[src/rtl/fcss_defs.vh]
// Command codes, status bit positions and bus timing counts for the flash host controller.
`ifndef FCSS_DEFS_VH
`define FCSS_DEFS_VH

`define FCSS_CMD_READ_STATUS   8'h70
`define FCSS_CMD_CLEAR_STATUS  8'h50
`define FCSS_CMD_READ_ARRAY    8'hFF
`define FCSS_CMD_ERASE_SETUP   8'h20
`define FCSS_CMD_CHIP_SETUP    8'h30
`define FCSS_CMD_CONFIRM       8'hD0
`define FCSS_CMD_PROG_SETUP    8'h40
`define FCSS_CMD_PROG_ALT      8'h10
`define FCSS_CMD_SUSPEND       8'hB0
`define FCSS_CMD_LOCK_SETUP    8'h60
`define FCSS_CMD_LOCK_BLOCK    8'h01
`define FCSS_CMD_LOCK_PERM     8'hF1

`define FCSS_SB_READY          7
`define FCSS_SB_ERASE_SUSP     6
`define FCSS_SB_ERASE_ERR      5
`define FCSS_SB_PROG_ERR       4
`define FCSS_SB_SUPPLY_ERR     3
`define FCSS_SB_PROG_SUSP      2
`define FCSS_SB_PROTECT        1
`define FCSS_SB_MASK           8'hFE

`define FCSS_OP_READ_ARRAY     3'h0
`define FCSS_OP_BLOCK_ERASE    3'h1
`define FCSS_OP_CHIP_ERASE     3'h2
`define FCSS_OP_PROGRAM        3'h3
`define FCSS_OP_SUSPEND        3'h4
`define FCSS_OP_RESUME         3'h5
`define FCSS_OP_LOCK_BLOCK     3'h6
`define FCSS_OP_LOCK_PERM      3'h7

`define FCSS_PULSE_NS          80
`define FCSS_CLK_NS            8
`define FCSS_PULSE_CYC         ((`FCSS_PULSE_NS + `FCSS_CLK_NS - 1) / `FCSS_CLK_NS)

`endif

[src/rtl/fcss_bus_cycle.v]
// One write or read cycle on the flash parallel port, strobe width set by a counter.
`timescale 1ns/1ps
`include "fcss_defs.vh"
module fcss_bus_cycle
#(
   parameter AW    = 21,
   parameter DW    = 16,
   parameter PULSE = `FCSS_PULSE_CYC
)
(
   input  wire          clk,
   input  wire          rst_n,
   input  wire          start,
   input  wire          is_write,
   input  wire [AW-1:0] addr,
   input  wire [DW-1:0] wdata,
   output reg           busy,
   output reg           done,
   output reg  [DW-1:0] rdata,
   output reg  [AW-1:0] flash_addr,
   output reg  [DW-1:0] flash_dq_out,
   output reg           flash_dq_oe_n,
   input  wire [DW-1:0] flash_dq_in,
   output reg           flash_ce_n,
   output reg           flash_we_n,
   output reg           flash_oe_n
);

   reg [7:0] count;
   reg       write_cyc;

   always @(posedge clk or negedge rst_n)
   begin
      if (!rst_n)
      begin
         busy          <= 1'b0;
         done          <= 1'b0;
         rdata         <= {DW{1'b0}};
         flash_addr    <= {AW{1'b0}};
         flash_dq_out  <= {DW{1'b0}};
         flash_dq_oe_n <= 1'b1;
         flash_ce_n    <= 1'b1;
         flash_we_n    <= 1'b1;
         flash_oe_n    <= 1'b1;
         count         <= 8'h00;
         write_cyc     <= 1'b0;
      end
      else
      begin
         done <= 1'b0;
         if (!busy && start)
         begin
            busy          <= 1'b1;
            write_cyc     <= is_write;
            flash_addr    <= addr;
            flash_dq_out  <= wdata;
            flash_dq_oe_n <= !is_write;
            flash_ce_n    <= 1'b0;
            flash_we_n    <= !is_write;
            flash_oe_n    <= is_write;
            count         <= PULSE[7:0];
         end
         else if (busy)
         begin
            if (count != 8'h00)
               count <= count - 8'h01;
            else
            begin
               // Data is captured before the strobes rise so the device still drives it.
               if (!write_cyc)
                  rdata <= flash_dq_in;
               busy          <= 1'b0;
               done          <= 1'b1;
               flash_ce_n    <= 1'b1;
               flash_we_n    <= 1'b1;
               flash_oe_n    <= 1'b1;
               flash_dq_oe_n <= 1'b1;
            end
         end
      end
   end

endmodule

[src/rtl/fcss_host.v]
// Host sequencer that issues flash command sequences and polls and decodes the status byte.
//
// Overview of operation
// - Write status-read command, poll status bit 7 until ready.
// - Chip erase is setup then confirm write; bit 1 if all locked.
// - On any error bit, issue clear-status before any retry.
// - Program is setup write of either code then data write.
// - Programs may follow back to back checking only ready.
// - Issue read-array after the last operation of a sequence; the host writes it itself only after clear-status or a program suspend.
// - While suspended read other locations; resume restarts program.
// - Lock set is setup then confirm code selecting block or permanent.
// - Block erase is setup code then confirm inside the block.
// - Status bit 0 is reserved and masked out.
`timescale 1ns/1ps
`include "fcss_defs.vh"
module fcss_host
#(
   parameter AW    = 21,
   parameter DW    = 16,
   parameter PULSE = `FCSS_PULSE_CYC
)
(
   input  wire          clk,
   input  wire          rst_n,
   input  wire          op_valid,
   input  wire [2:0]    op_code,
   input  wire          op_alt_setup,
   input  wire [AW-1:0] op_addr,
   input  wire [DW-1:0] op_data,
   output reg           op_ready,
   output reg           op_done,
   output reg  [7:0]    status_byte,
   output reg           err_seq,
   output reg           err_erase,
   output reg           err_prog,
   output reg           err_supply,
   output reg           err_protect,
   output reg           prog_suspended,
   output reg           erase_suspended_flag,
   input  wire          rd_valid,
   input  wire [AW-1:0] rd_addr,
   output reg           rd_done,
   output reg  [DW-1:0] rd_data,
   output reg  [AW-1:0] flash_addr,
   output reg  [DW-1:0] flash_dq_out,
   output reg           flash_dq_oe_n,
   input  wire [DW-1:0] flash_dq_in,
   output reg           flash_ce_n,
   output reg           flash_we_n,
   output reg           flash_oe_n
);

   // ------------------------------------------------------------------
   // States
   // ------------------------------------------------------------------
   localparam S_IDLE  = 3'd0;
   localparam S_CMD1  = 3'd1;
   localparam S_CMD2  = 3'd2;
   localparam S_STAT  = 3'd3;
   localparam S_POLL  = 3'd4;
   localparam S_CLEAR = 3'd5;
   localparam S_ARRAY = 3'd6;
   localparam S_READ  = 3'd7;

   reg  [2:0]    state;
   reg  [2:0]    op;
   reg           alt;
   reg  [AW-1:0] addr_q;
   reg  [DW-1:0] data_q;
   reg           cyc_start;
   reg           cyc_write;
   reg  [AW-1:0] cyc_addr;
   reg  [DW-1:0] cyc_wdata;
   reg           launched;
   wire          cyc_busy;
   wire          cyc_done;
   wire [DW-1:0] cyc_rdata;
   wire [AW-1:0] p_addr;
   wire [DW-1:0] p_dq;
   wire          p_oe_n;
   wire          p_ce_n;
   wire          p_we_n;
   wire          p_rd_n;

   // ------------------------------------------------------------------
   // Helpers
   // ------------------------------------------------------------------
   function [DW-1:0] cmd;
      input [7:0] code;
      begin
         cmd = {{(DW-8){1'b0}}, code};
      end
   endfunction

   // Second write of each sequence; a lone command has none.
   function [DW-1:0] second_word;
      input [2:0]    o;
      input [DW-1:0] d;
      begin
         case (o)
            `FCSS_OP_PROGRAM:    second_word = d;
            `FCSS_OP_LOCK_BLOCK: second_word = cmd(`FCSS_CMD_LOCK_BLOCK);
            `FCSS_OP_LOCK_PERM:  second_word = cmd(`FCSS_CMD_LOCK_PERM);
            default:             second_word = cmd(`FCSS_CMD_CONFIRM);
         endcase
      end
   endfunction

   fcss_bus_cycle
   #(
      .AW    (AW),
      .DW    (DW),
      .PULSE (PULSE)
   )
   u_cycle
   (
      .clk           (clk),
      .rst_n         (rst_n),
      .start         (cyc_start),
      .is_write      (cyc_write),
      .addr          (cyc_addr),
      .wdata         (cyc_wdata),
      .busy          (cyc_busy),
      .done          (cyc_done),
      .rdata         (cyc_rdata),
      .flash_addr    (p_addr),
      .flash_dq_out  (p_dq),
      .flash_dq_oe_n (p_oe_n),
      .flash_dq_in   (flash_dq_in),
      .flash_ce_n    (p_ce_n),
      .flash_we_n    (p_we_n),
      .flash_oe_n    (p_rd_n)
   );

   // Pins are re-registered so every top output comes from a flip-flop.
   always @(posedge clk or negedge rst_n)
   begin
      if (!rst_n)
      begin
         flash_addr    <= {AW{1'b0}};
         flash_dq_out  <= {DW{1'b0}};
         flash_dq_oe_n <= 1'b1;
         flash_ce_n    <= 1'b1;
         flash_we_n    <= 1'b1;
         flash_oe_n    <= 1'b1;
      end
      else
      begin
         flash_addr    <= p_addr;
         flash_dq_out  <= p_dq;
         flash_dq_oe_n <= p_oe_n;
         flash_ce_n    <= p_ce_n;
         flash_we_n    <= p_we_n;
         flash_oe_n    <= p_rd_n;
      end
   end

   // ------------------------------------------------------------------
   // Sequencer
   // ------------------------------------------------------------------
   always @(posedge clk or negedge rst_n)
   begin
      if (!rst_n)
      begin
         state                <= S_IDLE;
         op                   <= `FCSS_OP_READ_ARRAY;
         alt                  <= 1'b0;
         addr_q               <= {AW{1'b0}};
         data_q               <= {DW{1'b0}};
         cyc_start            <= 1'b0;
         cyc_write            <= 1'b0;
         cyc_addr             <= {AW{1'b0}};
         cyc_wdata            <= {DW{1'b0}};
         launched             <= 1'b0;
         op_ready             <= 1'b0;
         op_done              <= 1'b0;
         status_byte          <= 8'h00;
         err_seq              <= 1'b0;
         err_erase            <= 1'b0;
         err_prog             <= 1'b0;
         err_supply           <= 1'b0;
         err_protect          <= 1'b0;
         prog_suspended       <= 1'b0;
         erase_suspended_flag <= 1'b0;
         rd_done              <= 1'b0;
         rd_data              <= {DW{1'b0}};
      end
      else
      begin
         cyc_start <= 1'b0;
         op_done   <= 1'b0;
         rd_done   <= 1'b0;
         case (state)
            S_IDLE:
            begin
               op_ready <= 1'b1;
               launched <= 1'b0;
               if (op_valid)
               begin
                  op_ready <= 1'b0;
                  op       <= op_code;
                  alt      <= op_alt_setup;
                  addr_q   <= op_addr;
                  data_q   <= op_data;
                  state    <= S_CMD1;
               end
               else if (rd_valid)
               begin
                  op_ready <= 1'b0;
                  addr_q   <= rd_addr;
                  state    <= S_READ;
               end
            end
            S_CMD1:
            begin
               if (!launched && !cyc_busy)
               begin
                  cyc_start <= 1'b1;
                  cyc_write <= 1'b1;
                  cyc_addr  <= {AW{1'b0}};
                  launched  <= 1'b1;
                  case (op)
                     `FCSS_OP_BLOCK_ERASE: cyc_wdata <= cmd(`FCSS_CMD_ERASE_SETUP);
                     `FCSS_OP_CHIP_ERASE:  cyc_wdata <= cmd(`FCSS_CMD_CHIP_SETUP);
                     `FCSS_OP_PROGRAM:     cyc_wdata <= alt ? cmd(`FCSS_CMD_PROG_ALT)
                                                            : cmd(`FCSS_CMD_PROG_SETUP);
                     `FCSS_OP_SUSPEND:     cyc_wdata <= cmd(`FCSS_CMD_SUSPEND);
                     `FCSS_OP_RESUME:      cyc_wdata <= cmd(`FCSS_CMD_CONFIRM);
                     `FCSS_OP_READ_ARRAY:  cyc_wdata <= cmd(`FCSS_CMD_READ_ARRAY);
                     default:              cyc_wdata <= cmd(`FCSS_CMD_LOCK_SETUP);
                  endcase
               end
               else if (cyc_done)
               begin
                  launched <= 1'b0;
                  if (op == `FCSS_OP_READ_ARRAY)
                  begin
                     prog_suspended <= 1'b0;
                     state          <= S_IDLE;
                     op_done        <= 1'b1;
                  end
                  else if (op == `FCSS_OP_SUSPEND || op == `FCSS_OP_RESUME)
                     state <= S_STAT;
                  else
                     state <= S_CMD2;
               end
            end
            S_CMD2:
            begin
               if (!launched && !cyc_busy)
               begin
                  // Target address matters for program, block erase and block lock.
                  cyc_start <= 1'b1;
                  cyc_write <= 1'b1;
                  cyc_addr  <= addr_q;
                  cyc_wdata <= second_word(op, data_q);
                  launched  <= 1'b1;
               end
               else if (cyc_done)
               begin
                  launched <= 1'b0;
                  state    <= S_STAT;
               end
            end
            S_STAT:
            begin
               if (!launched && !cyc_busy)
               begin
                  cyc_start <= 1'b1;
                  cyc_write <= 1'b1;
                  cyc_addr  <= {AW{1'b0}};
                  cyc_wdata <= cmd(`FCSS_CMD_READ_STATUS);
                  launched  <= 1'b1;
               end
               else if (cyc_done)
               begin
                  launched <= 1'b0;
                  state    <= S_POLL;
               end
            end
            S_POLL:
            begin
               if (!launched && !cyc_busy)
               begin
                  cyc_start <= 1'b1;
                  cyc_write <= 1'b0;
                  cyc_addr  <= {AW{1'b0}};
                  launched  <= 1'b1;
               end
               else if (cyc_done)
               begin
                  launched <= 1'b0;
                  // Error bits are only trusted once the ready bit is seen.
                  if (cyc_rdata[`FCSS_SB_READY])
                  begin
                     status_byte          <= cyc_rdata[7:0] & `FCSS_SB_MASK;
                     err_seq              <= cyc_rdata[`FCSS_SB_ERASE_ERR]
                                             & cyc_rdata[`FCSS_SB_PROG_ERR];
                     err_erase            <= cyc_rdata[`FCSS_SB_ERASE_ERR]
                                             & !cyc_rdata[`FCSS_SB_PROG_ERR];
                     err_prog             <= cyc_rdata[`FCSS_SB_PROG_ERR]
                                             & !cyc_rdata[`FCSS_SB_ERASE_ERR];
                     err_supply           <= cyc_rdata[`FCSS_SB_SUPPLY_ERR];
                     err_protect          <= cyc_rdata[`FCSS_SB_PROTECT];
                     erase_suspended_flag <= cyc_rdata[`FCSS_SB_ERASE_SUSP];
                     if (op == `FCSS_OP_SUSPEND)
                        prog_suspended <= cyc_rdata[`FCSS_SB_PROG_SUSP];
                     else if (op == `FCSS_OP_RESUME)
                        prog_suspended <= 1'b0;
                     // Sticky errors must be cleared before anything else is tried.
                     if ((cyc_rdata[7:0] & 8'h3A) != 8'h00)
                        state <= S_CLEAR;
                     else if (op == `FCSS_OP_SUSPEND && cyc_rdata[`FCSS_SB_PROG_SUSP])
                        state <= S_ARRAY;
                     else
                     begin
                        state   <= S_IDLE;
                        op_done <= 1'b1;
                     end
                  end
               end
            end
            S_CLEAR:
            begin
               if (!launched && !cyc_busy)
               begin
                  cyc_start <= 1'b1;
                  cyc_write <= 1'b1;
                  cyc_addr  <= {AW{1'b0}};
                  cyc_wdata <= cmd(`FCSS_CMD_CLEAR_STATUS);
                  launched  <= 1'b1;
               end
               else if (cyc_done)
               begin
                  launched <= 1'b0;
                  state    <= S_ARRAY;
               end
            end
            S_ARRAY:
            begin
               if (!launched && !cyc_busy)
               begin
                  cyc_start <= 1'b1;
                  cyc_write <= 1'b1;
                  cyc_addr  <= {AW{1'b0}};
                  cyc_wdata <= cmd(`FCSS_CMD_READ_ARRAY);
                  launched  <= 1'b1;
               end
               else if (cyc_done)
               begin
                  launched <= 1'b0;
                  state    <= S_IDLE;
                  op_done  <= 1'b1;
               end
            end
            S_READ:
            begin
               if (!launched && !cyc_busy)
               begin
                  cyc_start <= 1'b1;
                  cyc_write <= 1'b0;
                  cyc_addr  <= addr_q;
                  launched  <= 1'b1;
               end
               else if (cyc_done)
               begin
                  launched <= 1'b0;
                  rd_data  <= cyc_rdata;
                  rd_done  <= 1'b1;
                  state    <= S_IDLE;
               end
            end
            default:
               state <= S_IDLE;
         endcase
      end
   end

endmodule

[config.mk]
export PLATFORM = sky130hd
export DESIGN_NAME = fcss_host
export DESIGN_NICKNAME = d
export VERILOG_FILES = /design/src/rtl/fcss_bus_cycle.v /design/src/rtl/fcss_host.v
export VERILOG_INCLUDE_DIRS = /design/src /design/src/rtl
export SDC_FILE = /design/constraint.sdc
export NUM_CORES = 1
export LEC_CHECK = 0
export BUFFER_PORTS_ARGS = -buffer_cell sky130_fd_sc_hd__buf_4
export CAP_MARGIN = 10
export CORE_ASPECT_RATIO = 1.75
export CORE_MARGIN = 2
export CORE_UTILIZATION = 58
export CTS_BUF_LIST = sky130_fd_sc_hd__clkbuf_4 sky130_fd_sc_hd__clkbuf_8
export CTS_CLUSTER_SIZE = 16
export DETAILED_ROUTE_END_ITERATION = 8
export MAX_ROUTING_LAYER = met4
export PLACE_DENSITY = 0.82
export SYNTH_ARGS = -nofsm -noshare
export SYNTH_HDL_FRONTEND = slang
export SYNTH_HIERARCHICAL = 1
export SYNTH_SLANG_ARGS = --single-unit
[constraint.sdc]
create_clock -name clk -period 2.37 [get_ports clk]
set_input_delay 0 -clock clk [delete_from_list [all_inputs] [get_ports clk]]
set_output_delay 0 -clock clk [all_outputs]
set_load 0.005 [all_outputs]
## Yosys cells after proc, flatten, opt, wreduce, memory -nomap -nowiden

Cells that the tools add are included.

| word-level totals | value |
|---|---|
| bits in registers | 224 |
| bits of input ports | 82 |
| logic and storage cells | 203 |

| cells by class | value |
|---|---|
| $add $sub $neg | 1 |
| equality and inequality tests | 41 |
| multiplexer cells | 79 |
| bitwise operators | 7 |
| reduce and logical (&&, ||, !) cells | 38 |

Operator list:

| cell | number |
|---|---|
| $mux W21 | 4 |
| $mux W16 | 5 |
| $pmux W16 S5 | 1 |
| $mux W3 | 17 |
| $pmux W16 S3 | 1 |
| $pmux W8 S6 | 1 |
| $pmux W21 S2 | 1 |
| $mux W1 | 39 |
| $eq A3 B3 Y1 const B | 8 |
| $mux W8 | 3 |
| $ne A2 B1 Y1 const B | 12 |
| $ne A2 B2 Y1 const B | 12 |
| $pmux W3 S7 | 1 |
| $reduce_bool A8 Y1 | 2 |
| $reduce_and A14 Y1 | 1 |
| $eq A3 B2 Y1 const B | 4 |
| $reduce_bool A2 Y1 | 6 |
| $reduce_or A5 Y1 | 2 |
| $reduce_and A3 Y1 | 3 |
| $reduce_and A2 Y1 | 4 |
| $reduce_and A4 Y1 | 2 |
| $reduce_and A8 Y1 | 1 |
| $sub A8 B1 Y8 const B | 1 |
| $mux W7 | 1 |
| other kinds (16) | 34 |

## Logic depth before layout (Yosys ltp)

| depth | value |
|---|---|
| depth after elaboration | 8 |
| depth in mapped cells | 7 |
| depth with buffers taken out | 5 |

## Cells and area by module

Netlist, hierarchy kept.

By module, submodules not included:

| module | instances | cells each | area each (um^2) | sequential area each (um^2) |
|---|---|---|---|---|
| fcss_host | 1 | 466 | 6022.0 | 3883.7 |
| fcss_bus_cycle | 1 | 178 | 2725.1 | 1680.4 |

## Worst setup path before layout

OpenSTA, ideal clock, no wires.

| timing | value |
|---|---|
| path type | reg2reg |
| start point | register u_cycle.count[0] |
| end point | register u_cycle.rdata[10] |
| setup time | 0.125 ns |
| arrival | 1.672 ns |
| setup slack | 0.573 ns |
| cell stages (with the launch flop) | 7 |
| path buffers | 1 |
| clock period less this slack | 1.797 ns |
| path through | dfrtp_1 -> inv_1 -> ha_1 -> nor4b_4 -> nand4b_4 -> buf_6 -> mux2_4 |

| between the ends | value |
|---|---|
| longest elaborated chain between the ends | 3 |

Ends and longest elaborated chain:

| element | RTL line | RTL |
|---|---|---|
| start: declaration | fcss_bus_cycle.v:29 | `reg [7:0] count;` |
| start signal: assignment | fcss_bus_cycle.v:61 | `count <= PULSE[7:0];` |
| start signal: assignment | fcss_bus_cycle.v:66 | `count <= count - 8'h01;` |
| $reduce_bool A8 Y1 | fcss_bus_cycle.v:65 | `if (count != 8'h00)` |
| $not A1 Y1 (no line) | - |  |
| $reduce_and A4 Y1 (no line) | - |  |
| end signal: assignment | fcss_bus_cycle.v:38 | `rdata <= {DW{1'b0}};` |
| end signal: assignment | fcss_bus_cycle.v:71 | `rdata <= flash_dq_in;` |
| end: declaration | fcss_bus_cycle.v:19 | `output reg [DW-1:0] rdata,` |

Every way passes these cells.
A chain may end at the register's enable or synchronous reset.

## Final worst setup path

| timing | value |
|---|---|
| start point | register u_cycle.count[0] |
| end point | register u_cycle.rdata[11] |

Same word-level chain as after synthesis.

==> metrics.txt <==
Worst R2R Start=u_cycle/count[0]; ys async rst share=1.00; Clock Latency Late Sink=550 ps; drt via density=5.58; Die Span X=96.8 µm; fin. max-slew vios=0; Syn. warnings=6; multi-input combinational cell area=0.00294 mm²; power per cell area=1130 mW/mm²; total power=13.1 mW; maximum number of pins on one net before global-route repair=88; most frequent cells in the layout=dfrtp_1, buf_4, mux2_2, dlygate4sd3_1, a21oi_1; setup TNS=0 ps; Worst EP required=2800 ps; crit path time final=2170 ps; RSZ-0062 raised after global routing=false; GRT overflow=0; initial antenna violation count=0; Worst-path clk slew=70 ps; first-pass GRT wire length=33,500 µm; effective utilization at floorplan=0.590; synth unique cells=65; clock tree buffer depth=3; hpwl dp=13,100 µm; Final Wtd Congestion=0.872; FF+latch area=0.00556 mm²; DRC viols=0; DIE AREA=0.0161 mm²; critical path endpoint category=flop; H-tree Lvls=1; Synth Cell Area=0.00875 mm²; IO buf count=155; HP Class=input port to asynchronous set/reset pin; Fill cells=856; final-stage net count=976; max-cap viol count=0; Slew HR=0.573; P&R area growth vs syn=32.7%; routed wire length=20,500 µm; Chip Height=166 µm; fmax=461 MHz; Worst EP arrival=2590 ps; routed len/inst=18.6 µm; EDFF count, synth=0; Place WS=245 ps; Final WS setup=203 ps; worst vdd ir=0.670 mV; clk root buf=clkbuf_8; total CTS buffers=30; Hold Vio Cnt, Final=0; vias in the first global route=6,740; DRT iter0 DRCs=351; boundary pin count=157; final period utilization=0.914; GRT Util Overall=0.264; via count=6,135; Row Count=59; Yosys reg bits=222; reg2reg path depth=5; outcome=complete, no violations; Setup Skew=13.6 ps; final setup violation count=0; Worst R2R Setup Slack=200 ps; Worst R2R End=u_cycle/rdata[11]; syn_area_per_cell=13.6 µm²; syn_nets=727; DRT Pass-1 Iters=6; crit path max fanout=16; CTS tree=built; leakage=5.63 nW; worst slew pin tran=640 ps; clock tree sinks=222; Mapped Cells=644; commonest non-fill, non-tap cell in the layout=dfrtp_1; Top FF cell, synth=dfrtp_1; CP Launch Type=flop; Seq/Total Area, Yosys=0.636; Setup CP Type=flop to flop; Core ar.=0.0148 mm²; Post-DRT Antenna Nets=0; layout cell share with drive strength beyond 1=0.382
-- critical path, stage by stage, from the launching register on --
cell      delay [ps]
dfrtp_1          380
inv_1            100
ha_1             240
nor4b_4          450
nand4b_4         440
mux2_4           440
-- layer usage --
| layer | vias up | track usage | wire length [µm] |
|---|---|---|---|
| met5 | - | - | 0 |
| met4 | 0 | 0.111 | 846 |
| met3 | 69 | 0.0382 | 763 |
| met2 | 188 | 0.488 | 11600 |
| met1 | 3082 | 0.279 | 7260 |
| li1 | 2796 | - | - |
-- cells in the mapped netlist, types with 6 or more instances --
| cell type | number | share of area |
|---|---|---|
| a21oi_1 | 42 | 0.024 |
| a22o_1 | 29 | 0.029 |
| buf_2 | 17 | 0.0097 |
| buf_4 | 6 | 0.0051 |
| clkbuf_1 | 14 | 0.0060 |
| dfrtp_1 | 215 | 0.62 |
| dfstp_2 | 7 | 0.021 |
| inv_1 | 9 | 0.0039 |
| mux2_2 | 84 | 0.11 |
| mux2_4 | 13 | 0.022 |
| mux2i_1 | 22 | 0.025 |
| nand2_1 | 27 | 0.012 |
| nand2b_1 | 10 | 0.0072 |
| nor2_1 | 41 | 0.018 |
| nor2b_1 | 6 | 0.0043 |
| nor3_1 | 7 | 0.0040 |
| o21ai_0 | 18 | 0.010 |
-- logic make-up after synthesis --
family | after synthesis | synth area share
AO/OA/AOI/OAI | 123 | 0.0968
adder cells (fa/ha/maj) | 1 | 0.00143
other | 1 | 0.000429
XOR/XNOR | 2 | 0.00200
buffers and inverters | 50 | 0.0282
AND/OR/NAND/NOR | 126 | 0.0794
multiplexers | 119 | 0.156
flip-flops | 222 | 0.636
-- sequential cells by signal, indices dropped and copies added, names as in the netlist, 7 cells and up --
name                  flops
rd_data                  16
flash_dq_out             16
status_byte               7
data_q                   16
addr_q                   21
u_cycle/rdata            16
cyc_wdata                16
cyc_addr                 21
u_cycle/flash_dq_out     16
u_cycle/count             8
u_cycle/flash_addr       21
flash_addr               21
-- worst max-delay path by stage --
| stage | cells after the start | endpoint | start | slack, ps |
|---|---|---|---|---|
| CTS | 5 | u_cycle/rdata[11] | u_cycle/count[0] | 240 |
| floorplan | 6 | u_cycle/rdata[10] | u_cycle/count[0] | 570 |
| global route | 5 | u_cycle/rdata[6] | u_cycle/count[0] | 80 |
| detailed placement | 5 | u_cycle/rdata[11] | u_cycle/count[0] | 240 |
| finish | 5 | u_cycle/rdata[11] | u_cycle/count[0] | 200 |
| global placement | 5 | u_cycle/rdata[4] | u_cycle/count[0] | 380 |
-- repair_timing --
| item | 4_1_cts | 5_1_grt |
|---|---|---|
| hold buffers | 80 | 0 |
| resized for setup | 0 | 0 |
| hold endpoints to repair | 253 | 0 |
| setup buffers | 0 | 0 |
-- where the power goes --
part           switching (mW)  internal [mW]  total [mW]
Clock                    1.38           1.69        3.08
Sequential              0.980           5.21        6.19
Combinational            1.71           2.12        3.83
Total                    4.07           9.02        13.1
-- metrics by stage --
step / cell area [µm²] / hold WS, ps / cells / utilization
after global placement: 10100 / 29.6 / 964 / 0.684
after CTS: 11600 / 52.6 / 1099 / 0.782
after floorplan: 8750 / -296 / 644 / -
final: 11600 / 39.5 / 1100 / 0.782
after detailed placement: 10100 / 38.6 / 964 / 0.684
after global routing: 11600 / 94.8 / 1099 / 0.782
-- final cells by class --
class / count / share of cell area
well taps: 183 / 0.0197
repair buffers: 258 / 0.188
clock inverters: 8 / 0.00561
flip-flops and latches: 222 / 0.479
inverters: 9 / 0.00291
diodes: 1 / 0.000216
clock buffers: 47 / 0.0509
multi-input cells: 372 / 0.253
Note: power is estimated with default switching activity, not from simulation.
